<file path="src/hw/palc_pkg.sv">
// Package with register map, field positions and types for the aggressive power and LED control block.
// Summary of operation
// - slumber select 0: enter partial when idle
// - slumber select 1: enter slumber when idle
// - bit 26 enables autonomous low power entry
// - bit 25 gates activity LED with flag
// - bit 24 marks packet device, gates LED
// - bit 21 shows external connector accessibility
// - bit 21 set forces capability bit set
// - bit 18 shows joint hot plug connector
package palc_pkg;
    localparam logic [11:0] palc_off_cmd = 12'h000;
    localparam logic [11:0] palc_off_slots = 12'h004;
    localparam logic [11:0] palc_off_state = 12'h008;
    localparam logic [11:0] palc_off_cap = 12'h00c;
    localparam int palc_bit_slumber = 27;
    localparam int palc_bit_auto_low_power_enable = 26;
    localparam int palc_bit_packet_device_led_enable = 25;
    localparam int palc_bit_packet_device_flag = 24;
    localparam int palc_bit_esp = 21;
    localparam int palc_bit_hot_plug_capable = 18;
    localparam int palc_bit_sxs = 5;
    localparam int palc_bit_any_issue = 0;
    localparam int palc_bit_any_active = 1;
    localparam logic [31:0] palc_cmd_wmask = 32'h0f240000;
    localparam logic [31:0] palc_cmd_reset = 32'h00000000;
    localparam logic [31:0] palc_zero = 32'h00000000;
    localparam logic [1:0] palc_idle_state = 2'h0;

    typedef enum logic [1:0] {
        palc_active,
        palc_partial,
        palc_slumber
    } palc_pstate_t;

    typedef struct packed {
        logic [31:0] issue;
        logic [31:0] active;
    } palc_slots_t;
endpackage

</file>
<file path="src/hw/palc_ctrl.sv">
// Port command register slice with autonomous link power entry and activity LED.
//
// Design decisions made here: register access over APB and the address map.
`timescale 1ns/10ps
module palc_ctrl (
    input wire logic pclk,
    input wire logic presetn,
    input wire logic psel,
    input wire logic penable,
    input wire logic pwrite,
    input wire logic [11:0] paddr,
    input wire logic [31:0] pwdata,
    output logic [31:0] prdata,
    output logic pready,
    output logic pslverr,
    input wire palc_pkg::palc_slots_t slots,
    input wire logic wake_req,
    output palc_pkg::palc_pstate_t link_state,
    output logic activity_led_out
);
    import palc_pkg::*;

    // Places one flag at the given bit of an otherwise clear read word.
    function automatic logic [31:0] flag_word(
        input logic flag,
        input int pos
    );
        logic [31:0] word;
        word = palc_zero;
        word[pos] = flag;
        return word;
    endfunction

    // Reduces one slot register to a single outstanding indication.
    function automatic logic any_slot(
        input logic [31:0] slot_bits
    );
        return |slot_bits;
    endfunction

    // Zero-extends the link state code into a read word.
    function automatic logic [31:0] state_to_word(
        input palc_pstate_t state
    );
        logic [31:0] word;
        word = palc_zero;
        word[$bits(palc_pstate_t)-1:0] = state;
        return word;
    endfunction

    // Register storage.
    logic [31:0] port_command_control;
    logic [31:0] next_command;
    palc_pstate_t next_link_state;
    logic busy_q;
    logic led_q;
    logic next_led;
    logic [31:0] next_rdata;

    // Bus decode.
    wire access = psel & penable;
    wire setup_rd = psel & ~penable & ~pwrite;
    wire hit_cmd = paddr == palc_off_cmd;
    wire hit_slots = paddr == palc_off_slots;
    wire hit_state = paddr == palc_off_state;
    wire hit_cap = paddr == palc_off_cap;
    wire mapped = hit_cmd | hit_slots | hit_state | hit_cap;
    wire wr_cmd = access & pwrite & hit_cmd;

    // Command register fields.
    wire auto_low_power_enable = port_command_control[palc_bit_auto_low_power_enable];
    wire slumber_over_partial_select = port_command_control[palc_bit_slumber];
    wire led_enable = port_command_control[palc_bit_packet_device_led_enable];
    wire packet_device_flag = port_command_control[palc_bit_packet_device_flag];
    wire external_signal_only_port = port_command_control[palc_bit_esp];

    // Outstanding command tracking.
    wire any_issue = any_slot(slots.issue);
    wire any_active = any_slot(slots.active);
    wire busy = any_issue | any_active;
    // The transition fires on the falling edge of the busy condition, which is the moment
    // the last outstanding slot is cleared while the other register is already empty.
    // A port that was never busy therefore never drops into a low power state on its own.
    wire went_idle = busy_q & ~busy;

    // Read words of the status offsets.
    wire [31:0] slots_word;
    wire [31:0] state_word;
    wire [31:0] cap_word;

    assign slots_word = flag_word(any_issue, palc_bit_any_issue) | flag_word(any_active, palc_bit_any_active);
    assign state_word = state_to_word(link_state);

    assign cap_word = flag_word(external_signal_only_port, palc_bit_sxs);

    // The slave never stretches a transfer, so every access completes in two cycles.
    assign pready = 1'b1;
    assign pslverr = access & ~mapped;
    assign activity_led_out = led_q;

    // hot plug flag kept
    // Only the documented writable fields survive the mask; the hot plug and external
    // port flags are platform settings, and their exclusivity is left to software.
    assign next_command = pwdata & palc_cmd_wmask;

    assign next_led = led_enable & packet_device_flag & busy;

    always_comb begin
        next_link_state = link_state;
        unique case (link_state)
            palc_active: begin
                if (!wake_req && !busy && went_idle && auto_low_power_enable) begin
                    next_link_state = slumber_over_partial_select ? palc_slumber : palc_partial;
                end
            end
            palc_partial, palc_slumber: begin
                if (wake_req || busy) begin
                    next_link_state = palc_active;
                end
            end
            default: begin
                // The fourth code is unused; recover to active rather than lock up.
                next_link_state = palc_active;
            end
        endcase
    end

    // Read data selection, loaded in the setup cycle.
    always_comb begin
        next_rdata = palc_zero;
        if (hit_cmd) begin
            next_rdata = port_command_control;
        end else if (hit_slots) begin
            next_rdata = slots_word;
        end else if (hit_state) begin
            next_rdata = state_word;
        end else if (hit_cap) begin
            next_rdata = cap_word;
        end
    end

    always_ff @(posedge pclk or negedge presetn) begin
        if (!presetn) begin
            port_command_control <= palc_cmd_reset;
        end else if (wr_cmd) begin
            port_command_control <= next_command;
        end
    end

    always_ff @(posedge pclk or negedge presetn) begin
        if (!presetn) begin
            link_state <= palc_active;
        end else begin
            link_state <= next_link_state;
        end
    end

    always_ff @(posedge pclk or negedge presetn) begin
        if (!presetn) begin
            busy_q <= 1'b0;
        end else begin
            busy_q <= busy;
        end
    end

    always_ff @(posedge pclk or negedge presetn) begin
        if (!presetn) begin
            led_q <= 1'b0;
        end else begin
            led_q <= next_led;
        end
    end

    // Read data register.
    always_ff @(posedge pclk or negedge presetn) begin
        if (!presetn) begin
            prdata <= palc_zero;
        end else if (setup_rd) begin
            prdata <= next_rdata;
        end
    end

    // Notes for integration.
    // The slot inputs are expected on this clock; they come from the command engine
    // of the same port and are not synchronised here.
    // The wake request is a level from the same clock domain as well.
    // A wake request always wins over an autonomous entry in the same cycle, so a
    // transfer that is about to start never sees the link fall asleep under it.
    // The link state output is only the decision of this block; the link layer that
    // carries out the state change is outside it.
    // The low power state is left as soon as any slot is raised again, which trades
    // a little extra power for the shortest possible command latency.
    // An unmapped access raises the error response and leaves every register alone except the read data register, which an unmapped read clears.
    // Writes to the read-only offsets are ignored without an error response.
    // The read data register holds its value between reads, which keeps the bus quiet.
    // The activity LED follows the busy condition one cycle late while bits 25 and 24 are both set,
    // which is far below anything a person can see.
    // Reserved bits of the command register read back as zero after any write.
    // Clearing the enable bit does not pull the link out of a low power state; only
    // new work or a wake request does.
    // The slumber select bit is read at the moment of entry only.
    // Changing it while the link is asleep takes effect at the next entry.
    // The capability mirror follows the external port flag with no delay.
    // The slot status word shows the reduced levels, not the individual slots.
    // The link state word shows the current code in its lowest bits.
    // All registers return to zero on reset, so the link starts active.
    // No register has a side effect on read.
    // The block has no interrupt of its own.
endmodule // palc_ctrl

</file>
<file path="config.mk">
export PLATFORM = sky130hd
export DESIGN_NAME = palc_ctrl
export DESIGN_NICKNAME = d
export VERILOG_FILES = /design/src/hw/palc_pkg.sv /design/src/hw/palc_ctrl.sv
export SDC_FILE = /design/constraint.sdc
export NUM_CORES = 1
export LEC_CHECK = 0
export ABC_AREA = 1
export BUFFER_PORTS_ARGS = -buffer_cell sky130_fd_sc_hd__buf_2
export CAP_MARGIN = 0
export CORE_MARGIN = 10
export CORE_UTILIZATION = 31
export CTS_CLUSTER_SIZE = 24
export DETAILED_ROUTE_END_ITERATION = 10
export PLACE_DENSITY = 0.88
export SLEW_MARGIN = 20
export SYNTH_ARGS = -nofsm -noshare
export SYNTH_HDL_FRONTEND = slang
export SYNTH_SLANG_ARGS = --single-unit
</file>
<file path="constraint.sdc">
create_clock -name pclk -period 1.1 [get_ports pclk]
set_clock_uncertainty 0.05 [all_clocks]
set_input_delay 0.22 -clock pclk [delete_from_list [all_inputs] [get_ports pclk]]
set_output_delay 0.22 -clock pclk [all_outputs]
set_load 0.01 [all_outputs]
</file>
# [After elaboration in Yosys (flattened, before gate mapping)]
# Cells that the tools add are included.
[classes] n_shift=0 eq_ne=7 mul=0 reduce_logical=12 n_addsub=0 div=0 n_lt_le_gt_ge=0 n_bitwise=18 n_mux=8
[ops] operator="OR reduction 32 bit" count=2
[ops] operator="2-to-1 mux 28 bit" count=1
[ops] operator="equality test 12 x 4 -> 1 bit, second input constant" count=2
[ops] operator="2-to-1 mux 6 bit" count=3
[ops] operator="equality test 12 x 3 -> 1 bit, second input constant" count=1
[ops] operator="logical NOT 12 bit" count=1
[ops] operator="AND 1 bit" count=9
[ops] operator="2-to-1 mux 2 bit" count=3
[ops] operator="inequality test 2 bit, second input constant" count=2
[ops] operator="inverter 1 bit" count=4
[ops] operator="bitwise OR 1 bit" count=4
[ops] operator="case mux 2 bit (2 select lines)" count=1
[ops] operator="logical AND 1 bit" count=3
[ops] operator="equality test 2 x 1 -> 1 bit, second input constant" count=1
[ops] operator="equality test 2 bit, second input constant" count=1
[ops] operator="logical NOT 1 bit" count=2
[ops] operator="logical NOT 2 bit" count=1
[ops] operator="bitwise OR 1 x 2 -> 2 bit" count=1
[ops] operator="AND reduction 2 bit" count=1
[ops] operator="OR reduction 2 bit" count=1
[ops] operator="logical OR 1 bit" count=1
[word_totals] n_memories=0 register_bits=42 mem_bits_ro=0 latch_bits=0 mem_bits_rw=0 out_inout_bits=37 input_bits=114 elab_cells=50

# [Longest topological paths before layout]
# Gate-level depths: netlist (run 1).
[depth] word_depth=8 mapped_depth=10 mapped_depth_nobuf=10

# [Worst setup path after synthesis (run 1)]
# No wires, ideal clock.
[synth_path] kind="input to register" start="in paddr[1]" end="reg port_command_control[18]" t_arrival_ns=1.172 setup_time_ns=0.125 path_slack_ns=-0.247 cell_stages=5 path_cell_list="or2_4 -> nor3_4 -> nand2_4 -> nor2_8 -> mux2_4"
[synth_between] elab_chain_cells=2
[synth_rtl] item="from (decl)" line_no="palc_ctrl.sv:11" rtl="input wire logic [11:0] paddr,"
[synth_rtl] item="logical NOT 12 bit" line_no="palc_ctrl.sv:63" rtl="wire hit_cmd = paddr == palc_off_cmd;"
[synth_rtl] item="AND 1 bit" line_no="palc_ctrl.sv:68" rtl="wire wr_cmd = access & pwrite & hit_cmd;"
[synth_rtl] item="to (signal assigned)" line_no="palc_ctrl.sv:144" rtl="port_command_control <= palc_cmd_reset;"
[synth_rtl] item="to (signal assigned)" line_no="palc_ctrl.sv:146" rtl="port_command_control <= next_command;"
[synth_rtl] item="to (decl)" line_no="palc_ctrl.sv:52" rtl="logic [31:0] port_command_control;"
# Every way passes these cells.
# A chain may end at the register's enable or synchronous reset.

# [Final worst setup path (run 1)]
[layout_path] start="in paddr[0]" end="out pslverr"
[layout_between] elab_chain_cells=6 word_cells_on_any_way=9 classes_between="eq/ne: 3; bitwise: 5; reduce/logical: 1"
[layout_rtl] item="equality test 12 x 3 -> 1 bit / logical NOT 12 bit (equally long branches)" line_no="palc_ctrl.sv:64, palc_ctrl.sv:63"
[layout_rtl] item="bitwise OR 1 bit (2 in a row)" line_no="palc_ctrl.sv:67" rtl="wire mapped = hit_cmd | hit_slots | hit_state | hit_cap;"
[layout_rtl] item="bitwise OR 1 bit *" line_no="palc_ctrl.sv:67"
[layout_rtl] item="inverter 1 bit *" line_no="palc_ctrl.sv:98" rtl="assign pslverr = access & ~mapped;"
[layout_rtl] item="AND 1 bit *" line_no="palc_ctrl.sv:98"
[layout_rtl] item="to (decl)" line_no="palc_ctrl.sv:15" rtl="output logic pslverr,"
# Mark *: on every way between the ends. The rest lies on a longest branch, timed or not.

==> results of run 1 <==
[metrics by stage]
step           total power (uW)  setup TNS, ns  cells
2_1_floorplan             877.6        -0.9758    217
3_3_place_gp               1002         -4.505    362
3_5_place_dp               1009         -5.304    362
4_1_cts                    1496        -0.7835    368
5_1_grt                    1625         -1.557    368
6_report                   1555        -0.7912    368
[kinds of logic after synthesis]
family,count (synthesis)
adders and majority gates,1
and+or+nand+nor,116
DFF,19
buffers and inverters,39
AOI/OAI and AO/OA,15
muxes,3
other,2
[layer usage]
layer	global-route usage [%]	up-vias	share of wire [%]
met1	10.66	709	31
met3	4.690	8	8.5
met4	5.007	0	2.0
li1	-	803	-
met5	0	-	0
met2	23.69	52	58
[cell usage in the layout (no fill, tap or decap), drive strengths merged]
cell         netlist  layout
nor3               3       3
clkinv             0       1
a21oi              1       1
clkbuf             0       3
nor2              50      50
dlygate4sd3        0       1
o31ai              2       2
inv               14      14
nand4              3       3
conb               2      24
nand2             54      54
dfrtp             19      19
and3               1       1
mux2               3       3
or2                1       1
nand3              4       4
buf               25     119
ha                 1       1
o21ai             11      11
o41ai              1       1
[state kept, by name, summed over array words and instances (netlist names)]
| name | flops |
|---|---|
| prdata | 9 |
| port_command_control | 6 |
| link_state | 2 |
| activity_led_out | 1 |
| busy_q | 1 |
[critical path, stage by stage]
cell and delay, ns:
buf_6 0.09, or2_4 0.26, inv_4 0.08, nand2_4 0.05, and3_4 0.15, buf_6 0.11
[how the worst max path moves through the flow]
stage | from | to | slack [ns] | cells after the start
after floorplan | paddr[1] | port_command_control[18] | -0.25 | 5
after global placement | paddr[1] | port_command_control[18] | -0.32 | 6
after detailed placement | paddr[1] | port_command_control[25] | -0.37 | 6
after CTS | paddr[4] | pslverr | -0.16 | 7
after global routing | paddr[11] | pslverr | -0.17 | 7
final | paddr[0] | pslverr | -0.14 | 6
[power by group through the flow]
| stage | combinational, uW | clock [uW] | sequential, uW |
|---|---|---|---|
| final | 384 | 472 | 699 |
| after global routing | 421 | 505 | 699 |
| after CTS | 313 | 483 | 699 |
| after detailed placement | 297 | 0 | 713 |
| after global placement | 289 | 0 | 712 |
| after floorplan | 165 | 0 | 713 |
[cell type report]
| type | instances | area [um^2] |
|---|---|---|
| Clock inverter | 1 | 5.005 |
| Sequential cell | 19 | 475.5 |
| Fill cell | 411 | 1974 |
| Clock buffer | 3 | 41.29 |
| Inverter | 14 | 55.05 |
| Timing Repair Buffer | 120 | 802.0 |
| Multi-Input combinational cell | 159 | 875.8 |
| Tap cell | 52 | 65.06 |
[what timing repair did]
item	4_1_cts	5_1_grt
buffers inserted	1	0
pin swaps	5	45
hold endpoints to repair	19	0
endpoints found under the setup margin	16	21
gates cloned	0	0
hold buffers	1	0
resized for setup	18	54
==> impl_metrics.py, run 1 <==
metrics = {
    "status": {
        "outcome": "finished with violations",
        "violations": "negative setup slack",
    },
    "critical_path": {
        "crit_path_start_kind": "input pin",
        "timing.rr.end": "link_state[1]",
        "worstPathRequired_ns": 0.83,
        "rr_worst_depth": 5,
        "critPathArrivalTime_ns": 0.97,
        "worstPathMaxFanout": 3,
        "r2r_slack_ns": -0.08,
        "r2r_start": "link_state[1]",
        "endpoint_kind": "output port",
        "path_class": "in2out",
    },
    "clock_network": {
        "cts_tree": "yes",
        "cts.clk_slew.worst_paths_ns": 0.07,
        "cts_inserted_buffers": 3,
        "cts_root_buffer": "clkbuf_8",
        "clock_latency_ns": 0.25,
        "clkSinkCount": 19,
        "clockBufferDepth": 2,
        "htree_levels": 1,
    },
    "sta": {
        "max_freq_mhz": 806.1,
        "min_period_ns": 1.241,
        "period_share_pct": 112.8,
        "rsz0062_at_grt": "true",
        "setup_violations": 14,
        "hold_viol": 0,
        "slew_viol_final": 0,
        "setup_ws_ns": -0.1406,
        "hold_slack_ns": 0.1246,
    },
    "synthesis": {
        "synth_compound_area_share_pct": 6.147,
        "synthTopCellsByArea": "dfrtp_1 35%, nand2_1 15%, buf_4 13%",
        "ys_ff_latch": 19,
        "yosys-top-cells-count": "53 x nand2_1, 48 x nor2_1, 24 x buf_4",
        "synth_flop_cell": "dfrtp_1",
        "synth_top_family_by_area": "simple AND/OR/NAND/NOR gates",
        "synth_xor_xnor_area_share_pct": 0,
        "async_reset_ff_share_pct": 100.0,
        "yosysMostFrequentCell": "nand2_1",
        "netlist_area_mm2": 0.001364,
        "synth_fa_ha_area_share_pct": 0.9174,
        "yosys.area_share.simple_pct": 36.79,
        "synthCells": 195,
        "syn_avg_cell_area_um2": 6.994,
        "synth_warnings": 0,
        "seq_area_frac_synth_pct": 34.86,
        "muxShareOfSynthArea_pct": 3.303,
        "synth-edff-count": 0,
        "synth_top_area_share_pct": 34.86,
        "synth_top_cell_by_area": "dfrtp_1",
        "synth.distinct_cells": 23,
    },
    "routing": {
        "drc_errors": 0,
        "ant_nets": 0,
        "wl_per_cell_um": 13.92,
        "drtIter0Drc": 43,
        "avgViaCountPerCell": 4.272,
        "vias": 1572,
        "drt_pass1_iterations": 4,
        "routed_wl_um": 5121,
    },
    "cells_and_area": {
        "layout.nets": 432,
        "num_antenna_cells": 0,
        "postLayoutCoreUtil_pct": 54.02,
        "fin_area_mm2": 0.002320,
        "syn_to_final_growth_pct": 70.09,
        "layout-drive-gt1-share_pct": 51.27,
    },
    "place": {
        "hpwl_um": 4228,
        "pre_cts_slack_ns": -0.3674,
        "port_buffers": 100,
        "place.gp.congestion": 0.8199,
        "place_area_mm2": 0.001972,
    },
    "floorplanning": {
        "ios": 151,
        "die_h_um": 86.33,
        "start_util_pct": 31.76,
        "dieArea_mm2": 0.007452,
        "die-width_um": 86.33,
        "core_mm2": 0.004294,
        "row_count": 24,
    },
    "power": {
        "p_per_area_mw_per_mm2": 670.3,
        "p_seq_share_pct": 45.0,
        "p_leak_uw": 0.001287,
        "p_sw_uw": 395.4,
        "p_int_uw": 1159,
        "clkPwrFrac_pct": 30.3,
        "p_sw_share_pct": 25.43,
        "irDropWorstVdd_mv": 0.4508,
        "combPwrFrac_pct": 24.7,
    },
    "grt": {
        "grt_pass1_wl_um": 7417,
        "grt_max_degree": 20,
        "grt-ovfl-total": 0,
        "antenna_found_initial": 0,
        "grt_pass1_vias": 1625,
        "grtUsageTotal_pct": 12.14,
    },
    "min_path": {
        "min_from": "pwdata[27]",
        "hold_path_class": "in2reg",
        "hold_depth": 3,
        "worstHoldEndpoint": "port_command_control[27]",
    },
    "run": {
        "cap_viol_max_count": 0,
    },
}
No activity file was read; power rests on OpenSTA's default activity.
==> inputs of run 2 (changes only) <==
--- a/config.mk
+++ b/config.mk
@@ -7,12 +7,13 @@
 export LEC_CHECK = 0
 export ABC_AREA = 1
 export BUFFER_PORTS_ARGS = -buffer_cell sky130_fd_sc_hd__buf_2
-export CAP_MARGIN = 0
+export CAP_MARGIN = 25
 export CORE_MARGIN = 10
 export CORE_UTILIZATION = 31
 export CTS_CLUSTER_SIZE = 24
 export DETAILED_ROUTE_END_ITERATION = 10
 export PLACE_DENSITY = 0.88
+export RECOVER_POWER = 25
 export SLEW_MARGIN = 20
 export SYNTH_ARGS = -nofsm -noshare
 export SYNTH_HDL_FRONTEND = slang
==> impl_metrics.py, run 2 (synthesis gave the netlist of run 1 again) <==
metrics = {
    "cells_and_area": {
        "final_cell_mix": "77 x buf_2, 48 x nand2_1, 31 x nor2_1",
        "instances_no_fill": 368,
        "final_common_cell": "buf_2",
        "num_antenna_cells": 0,
        "fin_area_mm2": 0.002320,
        "largestRegisters": "prdata: 9 flops, port_command_control: 6 flops, link_state: 2 flops",
        "syn_to_final_growth_pct": 70.09,
        "largest_register": "prdata",
        "layout.nets": 432,
        "layout-drive-gt1-share_pct": 51.27,
        "fillCellCount": 411,
        "largest_register_ff_count": 9,
        "multi_input_area_um2": 875.8,
        "seq_area_um2": 475.5,
    },
    "routing": {
        "drc_errors": 0,
        "ant_nets": 0,
        "avgViaCountPerCell": 4.272,
        "wl_per_cell_um": 13.92,
        "drtIter0Drc": 43,
        "routed_wl_um": 5121,
        "vias": 1572,
        "drt_pass1_iterations": 4,
    },
    "status": {
        "outcome": "finished with violations",
        "violations": "negative setup slack",
    },
    "floorplanning": {
        "dieArea_mm2": 0.007452,
        "die-width_um": 86.33,
        "core_mm2": 0.004294,
        "start_util_pct": 31.76,
        "ios": 151,
        "row_count": 24,
        "die_h_um": 86.33,
    },
    "clock_network": {
        "clockBufferDepth": 2,
        "cts_inserted_buffers": 3,
        "cts_root_buffer": "clkbuf_8",
        "cts.clk_slew.worst_paths_ns": 0.07,
        "clock_latency_ns": 0.25,
        "cts_tree": "yes",
        "htree_levels": 1,
        "clkSinkCount": 19,
    },
    "sta": {
        "period_share_pct": 112.8,
        "min_period_ns": 1.241,
        "rsz0062_at_grt": "true",
        "hold_slack_ns": 0.1246,
        "setup_ws_ns": -0.1406,
        "hold_viol": 0,
        "max_freq_mhz": 806.1,
        "tns_ns": -0.7912,
        "setup_violations": 14,
        "slew_viol_final": 0,
    },
    "place": {
        "place_area_mm2": 0.001972,
        "hpwl_um": 4228,
        "pre_cts_slack_ns": -0.3674,
        "place.gp.congestion": 0.8199,
        "port_buffers": 100,
        "place_inst": 362,
    },
    "grt": {
        "grt_max_degree": 20,
        "grt-ovfl-total": 0,
        "grt_pass1_vias": 1625,
        "grtUsageTotal_pct": 12.14,
        "antenna_found_initial": 0,
        "grt_pass1_wl_um": 7417,
    },
    "critical_path": {
        "worstPathMaxFanout": 3,
        "rr_worst_depth": 5,
        "worstPathRequired_ns": 0.83,
        "path_class": "in2out",
        "endpoint_kind": "output port",
        "crit_path_start_kind": "input pin",
        "critPathArrivalTime_ns": 0.97,
    },
    "power": {
        "p_leak_uw": 0.001288,
        "irDropWorstVdd_mv": 0.4508,
        "p_per_area_mw_per_mm2": 670.3,
    },
    "min_path": {
        "hold_depth": 3,
        "hold_path_class": "in2reg",
    },
    "run": {
        "cap_viol_max_count": 0,
    },
}
## run 2: cell type report
type                       instances  share of cell area (%)
multi-input combinational        159                   37.76
timing repair buffer             120                   34.57
sequential                        19                   20.50
tap                               52                   2.805
inverter                          14                   2.373
clock buffer                       3                   1.780
clock inverter                     1                  0.2158
## run 2: what timing repair did
action / in CTS / in global routing
endpoints found under the setup margin: 16 / 21
hold endpoints to repair: 19 / 0
setup buffers: 1 / 0
resized for setup: 18 / 54
hold buffers: 1 / 0
pin swaps: 5 / 45
## run 2: report_power, final
part / switching [uW] / total [uW] / leakage (uW) / internal [uW]
clock: 220 / 472 / 0.0000255 / 251
combinational: 175 / 384 / 0.00102 / 209
sequential: 0.322 / 699 / 0.000245 / 699
## run 2: path summary, 6_finish.rpt
path / start / endpoint / slack [ns]
min in group asynchronous: presetn / prdata[25] / 0.39
min reg2reg: prdata[1] / prdata[1] / 0.44
max: paddr[0] / pslverr / -0.14
max reg2reg: link_state[1] / link_state[1] / -0.08
max in group asynchronous: presetn / prdata[1] / 0.29
min: pwdata[27] / port_command_control[27] / 0.12
## run 2: metal layers
| layer | vias up | GRT usage, % | wire length (um) |
|---|---|---|---|
| met5 | - | 0 | 0 |
| li1 | 803 | - | - |
| met4 | 0 | 5.007 | 104 |
| met1 | 709 | 10.66 | 1610 |
| met2 | 52 | 23.69 | 2969 |
| met3 | 8 | 4.690 | 437 |
## run 2: through the flow
stage,util [%],total power [uW]
after floorplan,-,877.6
after global placement,45.92,1002
after detailed placement,45.92,1009
after CTS,49.07,1496
after global routing,54.02,1625
final,54.02,1555
## run 2: worst max-delay path, stage by stage
cell	delay, ns
buf_6	0.09
or2_4	0.26
inv_4	0.08
nand2_4	0.05
and3_4	0.15
buf_6	0.11
==> inputs of run 3 (changes only) <==
--- a/config.mk
+++ b/config.mk
@@ -5,11 +5,10 @@
 export SDC_FILE = /design/constraint.sdc
 export NUM_CORES = 1
 export LEC_CHECK = 0
-export ABC_AREA = 1
 export BUFFER_PORTS_ARGS = -buffer_cell sky130_fd_sc_hd__buf_2
 export CAP_MARGIN = 25
 export CORE_MARGIN = 10
-export CORE_UTILIZATION = 31
+export CORE_UTILIZATION = 29
 export CTS_CLUSTER_SIZE = 24
 export DETAILED_ROUTE_END_ITERATION = 10
 export PLACE_DENSITY = 0.88
==> impl_metrics.py, run 3 <==
metrics = {
    "critical_path": {
        "critPathArrivalTime_ns": 1.75,
        "crit_path_cell_trace": "buf_6, or4_4, nor4_4, and3_2, mux2_2",
        "r2r_slack_ns": -0.17,
        "crit_path_start_kind": "input pin",
        "path_delay_family": "simple AND/OR/NAND/NOR gates",
        "rr_worst_depth": 5,
        "worstPathRequired_ns": 1.18,
        "worstPathMaxFanout": 7,
        "cp_num_buf_inv": 1,
        "cpPeakStageDelay_ns": 0.53,
        "slowest_stage": "or4_4",
        "timing.rr.end": "link_state[1]",
        "path_class": "in2reg",
        "r2r_start": "link_state[0]",
        "endpoint_kind": "flop",
    },
    "routing": {
        "drt_pass1_iterations": 4,
        "avgViaCountPerCell": 4.538,
        "wl_met1_um": 1654,
        "met3_length_um": 318,
        "wl_per_cell_um": 16.41,
        "drtIter0Drc": 25,
        "wl_met2_um": 2672,
        "ant_nets": 0,
        "drc_errors": 0,
        "highest_layer": "met4",
        "routed_wl_um": 4694,
        "vias": 1298,
    },
    "sta": {
        "hold_viol": 0,
        "rsz0062_at_grt": "true",
        "setup_violations": 22,
        "period_share_pct": 151.2,
        "min_period_ns": 1.664,
        "slew_viol_final": 0,
        "max_freq_mhz": 601.1,
        "hold_slack_ns": 0.1410,
        "setup_ws_ns": -0.5636,
    },
    "synthesis": {
        "syn_avg_cell_area_um2": 9.674,
        "yosys-top-cells-count": "24 x buf_4, 19 x dfrtp_1, 17 x nor4_1",
        "netlist_area_mm2": 0.001190,
        "synth_flop_cell": "dfrtp_1",
        "synth_top_cell_by_area": "dfrtp_1",
        "seq_area_frac_synth_pct": 39.96,
        "synth_warnings": 0,
        "synthTopCellsByArea": "dfrtp_1 40%, buf_4 15%, nor4_1 8.9%",
        "yosysMostFrequentCell": "buf_4",
        "async_reset_ff_share_pct": 100.0,
        "ys_ff_latch": 19,
        "synth.distinct_cells": 28,
        "synth-edff-count": 0,
        "synthCells": 123,
        "synth_top_area_share_pct": 39.96,
    },
    "cells_and_area": {
        "num_antenna_cells": 0,
        "fin_area_mm2": 0.002073,
        "largest_register_ff_count": 9,
        "final_common_cell": "buf_2",
        "layout.nets": 352,
        "final_cell_mix": "84 x buf_2, 24 x conb_1, 19 x dfrtp_1",
        "syn_to_final_growth_pct": 74.24,
        "layout-drive-gt1-share_pct": 61.44,
        "fillCellCount": 383,
        "largest_register": "prdata",
        "largestRegisters": "prdata: 9 flops, port_command_control: 6 flops, link_state: 2 flops",
    },
    "clock_network": {
        "cts.clk_slew.worst_paths_ns": 0.07,
        "cts_tree": "yes",
        "cts_root_buffer": "clkbuf_8",
        "cts_inserted_buffers": 3,
        "clkSinkCount": 19,
        "clockBufferDepth": 2,
        "htree_levels": 1,
        "clock_latency_ns": 0.25,
    },
    "floorplanning": {
        "dieArea_mm2": 0.007065,
        "die_h_um": 84.06,
        "die-width_um": 84.06,
        "ios": 151,
        "core_mm2": 0.003971,
        "row_count": 23,
        "start_util_pct": 29.96,
    },
    "status": {
        "outcome": "finished with violations",
        "violations": "negative setup slack",
    },
    "power": {
        "p_total_uw": 1511,
        "p_per_area_mw_per_mm2": 728.6,
        "irDropWorstVdd_mv": 0.3802,
        "p_leak_uw": 0.001051,
    },
    "min_path": {
        "hold_path_class": "in2reg",
        "worstHoldEndpoint": "port_command_control[27]",
        "hold_depth": 3,
        "min_from": "pwdata[27]",
    },
    "grt": {
        "grt_pass1_vias": 1516,
        "antenna_found_initial": 0,
        "grt-ovfl-total": 0,
        "grtUsageTotal_pct": 11.97,
        "grt_pass1_wl_um": 7079,
        "grt_max_degree": 20,
    },
    "place": {
        "port_buffers": 100,
        "hpwl_um": 3855,
        "place.gp.congestion": 0.7401,
        "place_area_mm2": 0.001773,
    },
    "run": {
        "cap_viol_max_count": 0,
    },
}
==> run 3: cell count changes after synthesis, moves of 2 or more <==
cell	change
a22oi_1	+2
nor2_1	-46
a22o_1	+6
mux2_4	-3
mux2_2	+5
nand3_1	-3
a21o_1	+4
nand2_1	-44
o21ai_0	-5
nor4_1	+17
o31ai_1	-2
inv_1	-9
nor2b_1	+2
==> run 3: kinds of logic after synthesis <==
group                    synth area share, %
flip-flops                             39.96
AO/OA/AOI/OAI                          11.57
buffers and inverters                  17.98
AND/OR/NAND/NOR                        24.08
adder cells (fa/ha/maj)                1.051
multiplexers                           4.732
other                                 0.6312
==> run 3: final cells by class <==
| cell class | instances | area (um^2) | share of cell area [%] |
|---|---|---|---|
| Sequential cell | 19 | 475.5 | 22.93 |
| Tap cell | 50 | 62.56 | 3.017 |
| Inverter | 5 | 21.27 | 1.026 |
| Multi-Input combinational cell | 95 | 767.0 | 36.99 |
| Timing Repair Buffer | 113 | 701.9 | 33.86 |
| Clock buffer | 4 | 45.04 | 2.173 |
==> run 3: tightest hold or removal path: cells and delay by family <==
kind                   cells  cell delay [ns]
buffers and inverters      1             0.08
AO/OA/AOI/OAI              1             0.06
AND/OR/NAND/NOR            1             0.04
==> run 3: power by group <==
group          switching [uW]  internal (uW)  total, uW  leakage, uW
registers               0.255            699        699     0.000255
logic                     165            176        341     0.000773
clock network             213            257        470    0.0000228
==> run 3: repair_timing <==
| action | in CTS | in global routing |
|---|---|---|
| setup endpoints to repair | 22 | 22 |
| cloned | 0 | 0 |
| endpoints found under the hold margin | 19 | 0 |
| pin swaps | 15 | 11 |
| gates resized for setup | 21 | 19 |
| hold buffers | 1 | 0 |
| setup buffers | 2 | 1 |
==> run 3: per-layer routing <==
layer  up-vias  track usage, %
li1        631               -
met1       612           11.64
met2        51           22.89
met3         4           3.906
met4         0           3.805
met5         -               0
==> run 3: stage by stage <==
step	setup TNS (ns)	cells	setup slack [ns]	util, %
after global placement	-13.93	279	-0.8658	44.64
after detailed placement	-14.60	279	-0.9147	44.64
after floorplan	-9.167	145	-0.6857	-
final	-8.640	286	-0.5636	52.21
after CTS	-8.794	286	-0.5737	49.40
after global routing	-9.955	286	-0.6243	52.21
==> run 3: how the worst max path moves through the flow <==
stage               startpoint                  endpoint  slack [ns]  cells past startpoint
floorplan             paddr[9]  port_command_control[18]       -0.69                      5
global placement      paddr[9]  port_command_control[24]       -0.87                      5
detailed placement    paddr[9]  port_command_control[24]       -0.91                      5
CTS                   paddr[9]                   pslverr       -0.57                      6
global route          paddr[9]                   pslverr       -0.62                      6
finish                paddr[9]  port_command_control[24]       -0.56                      5
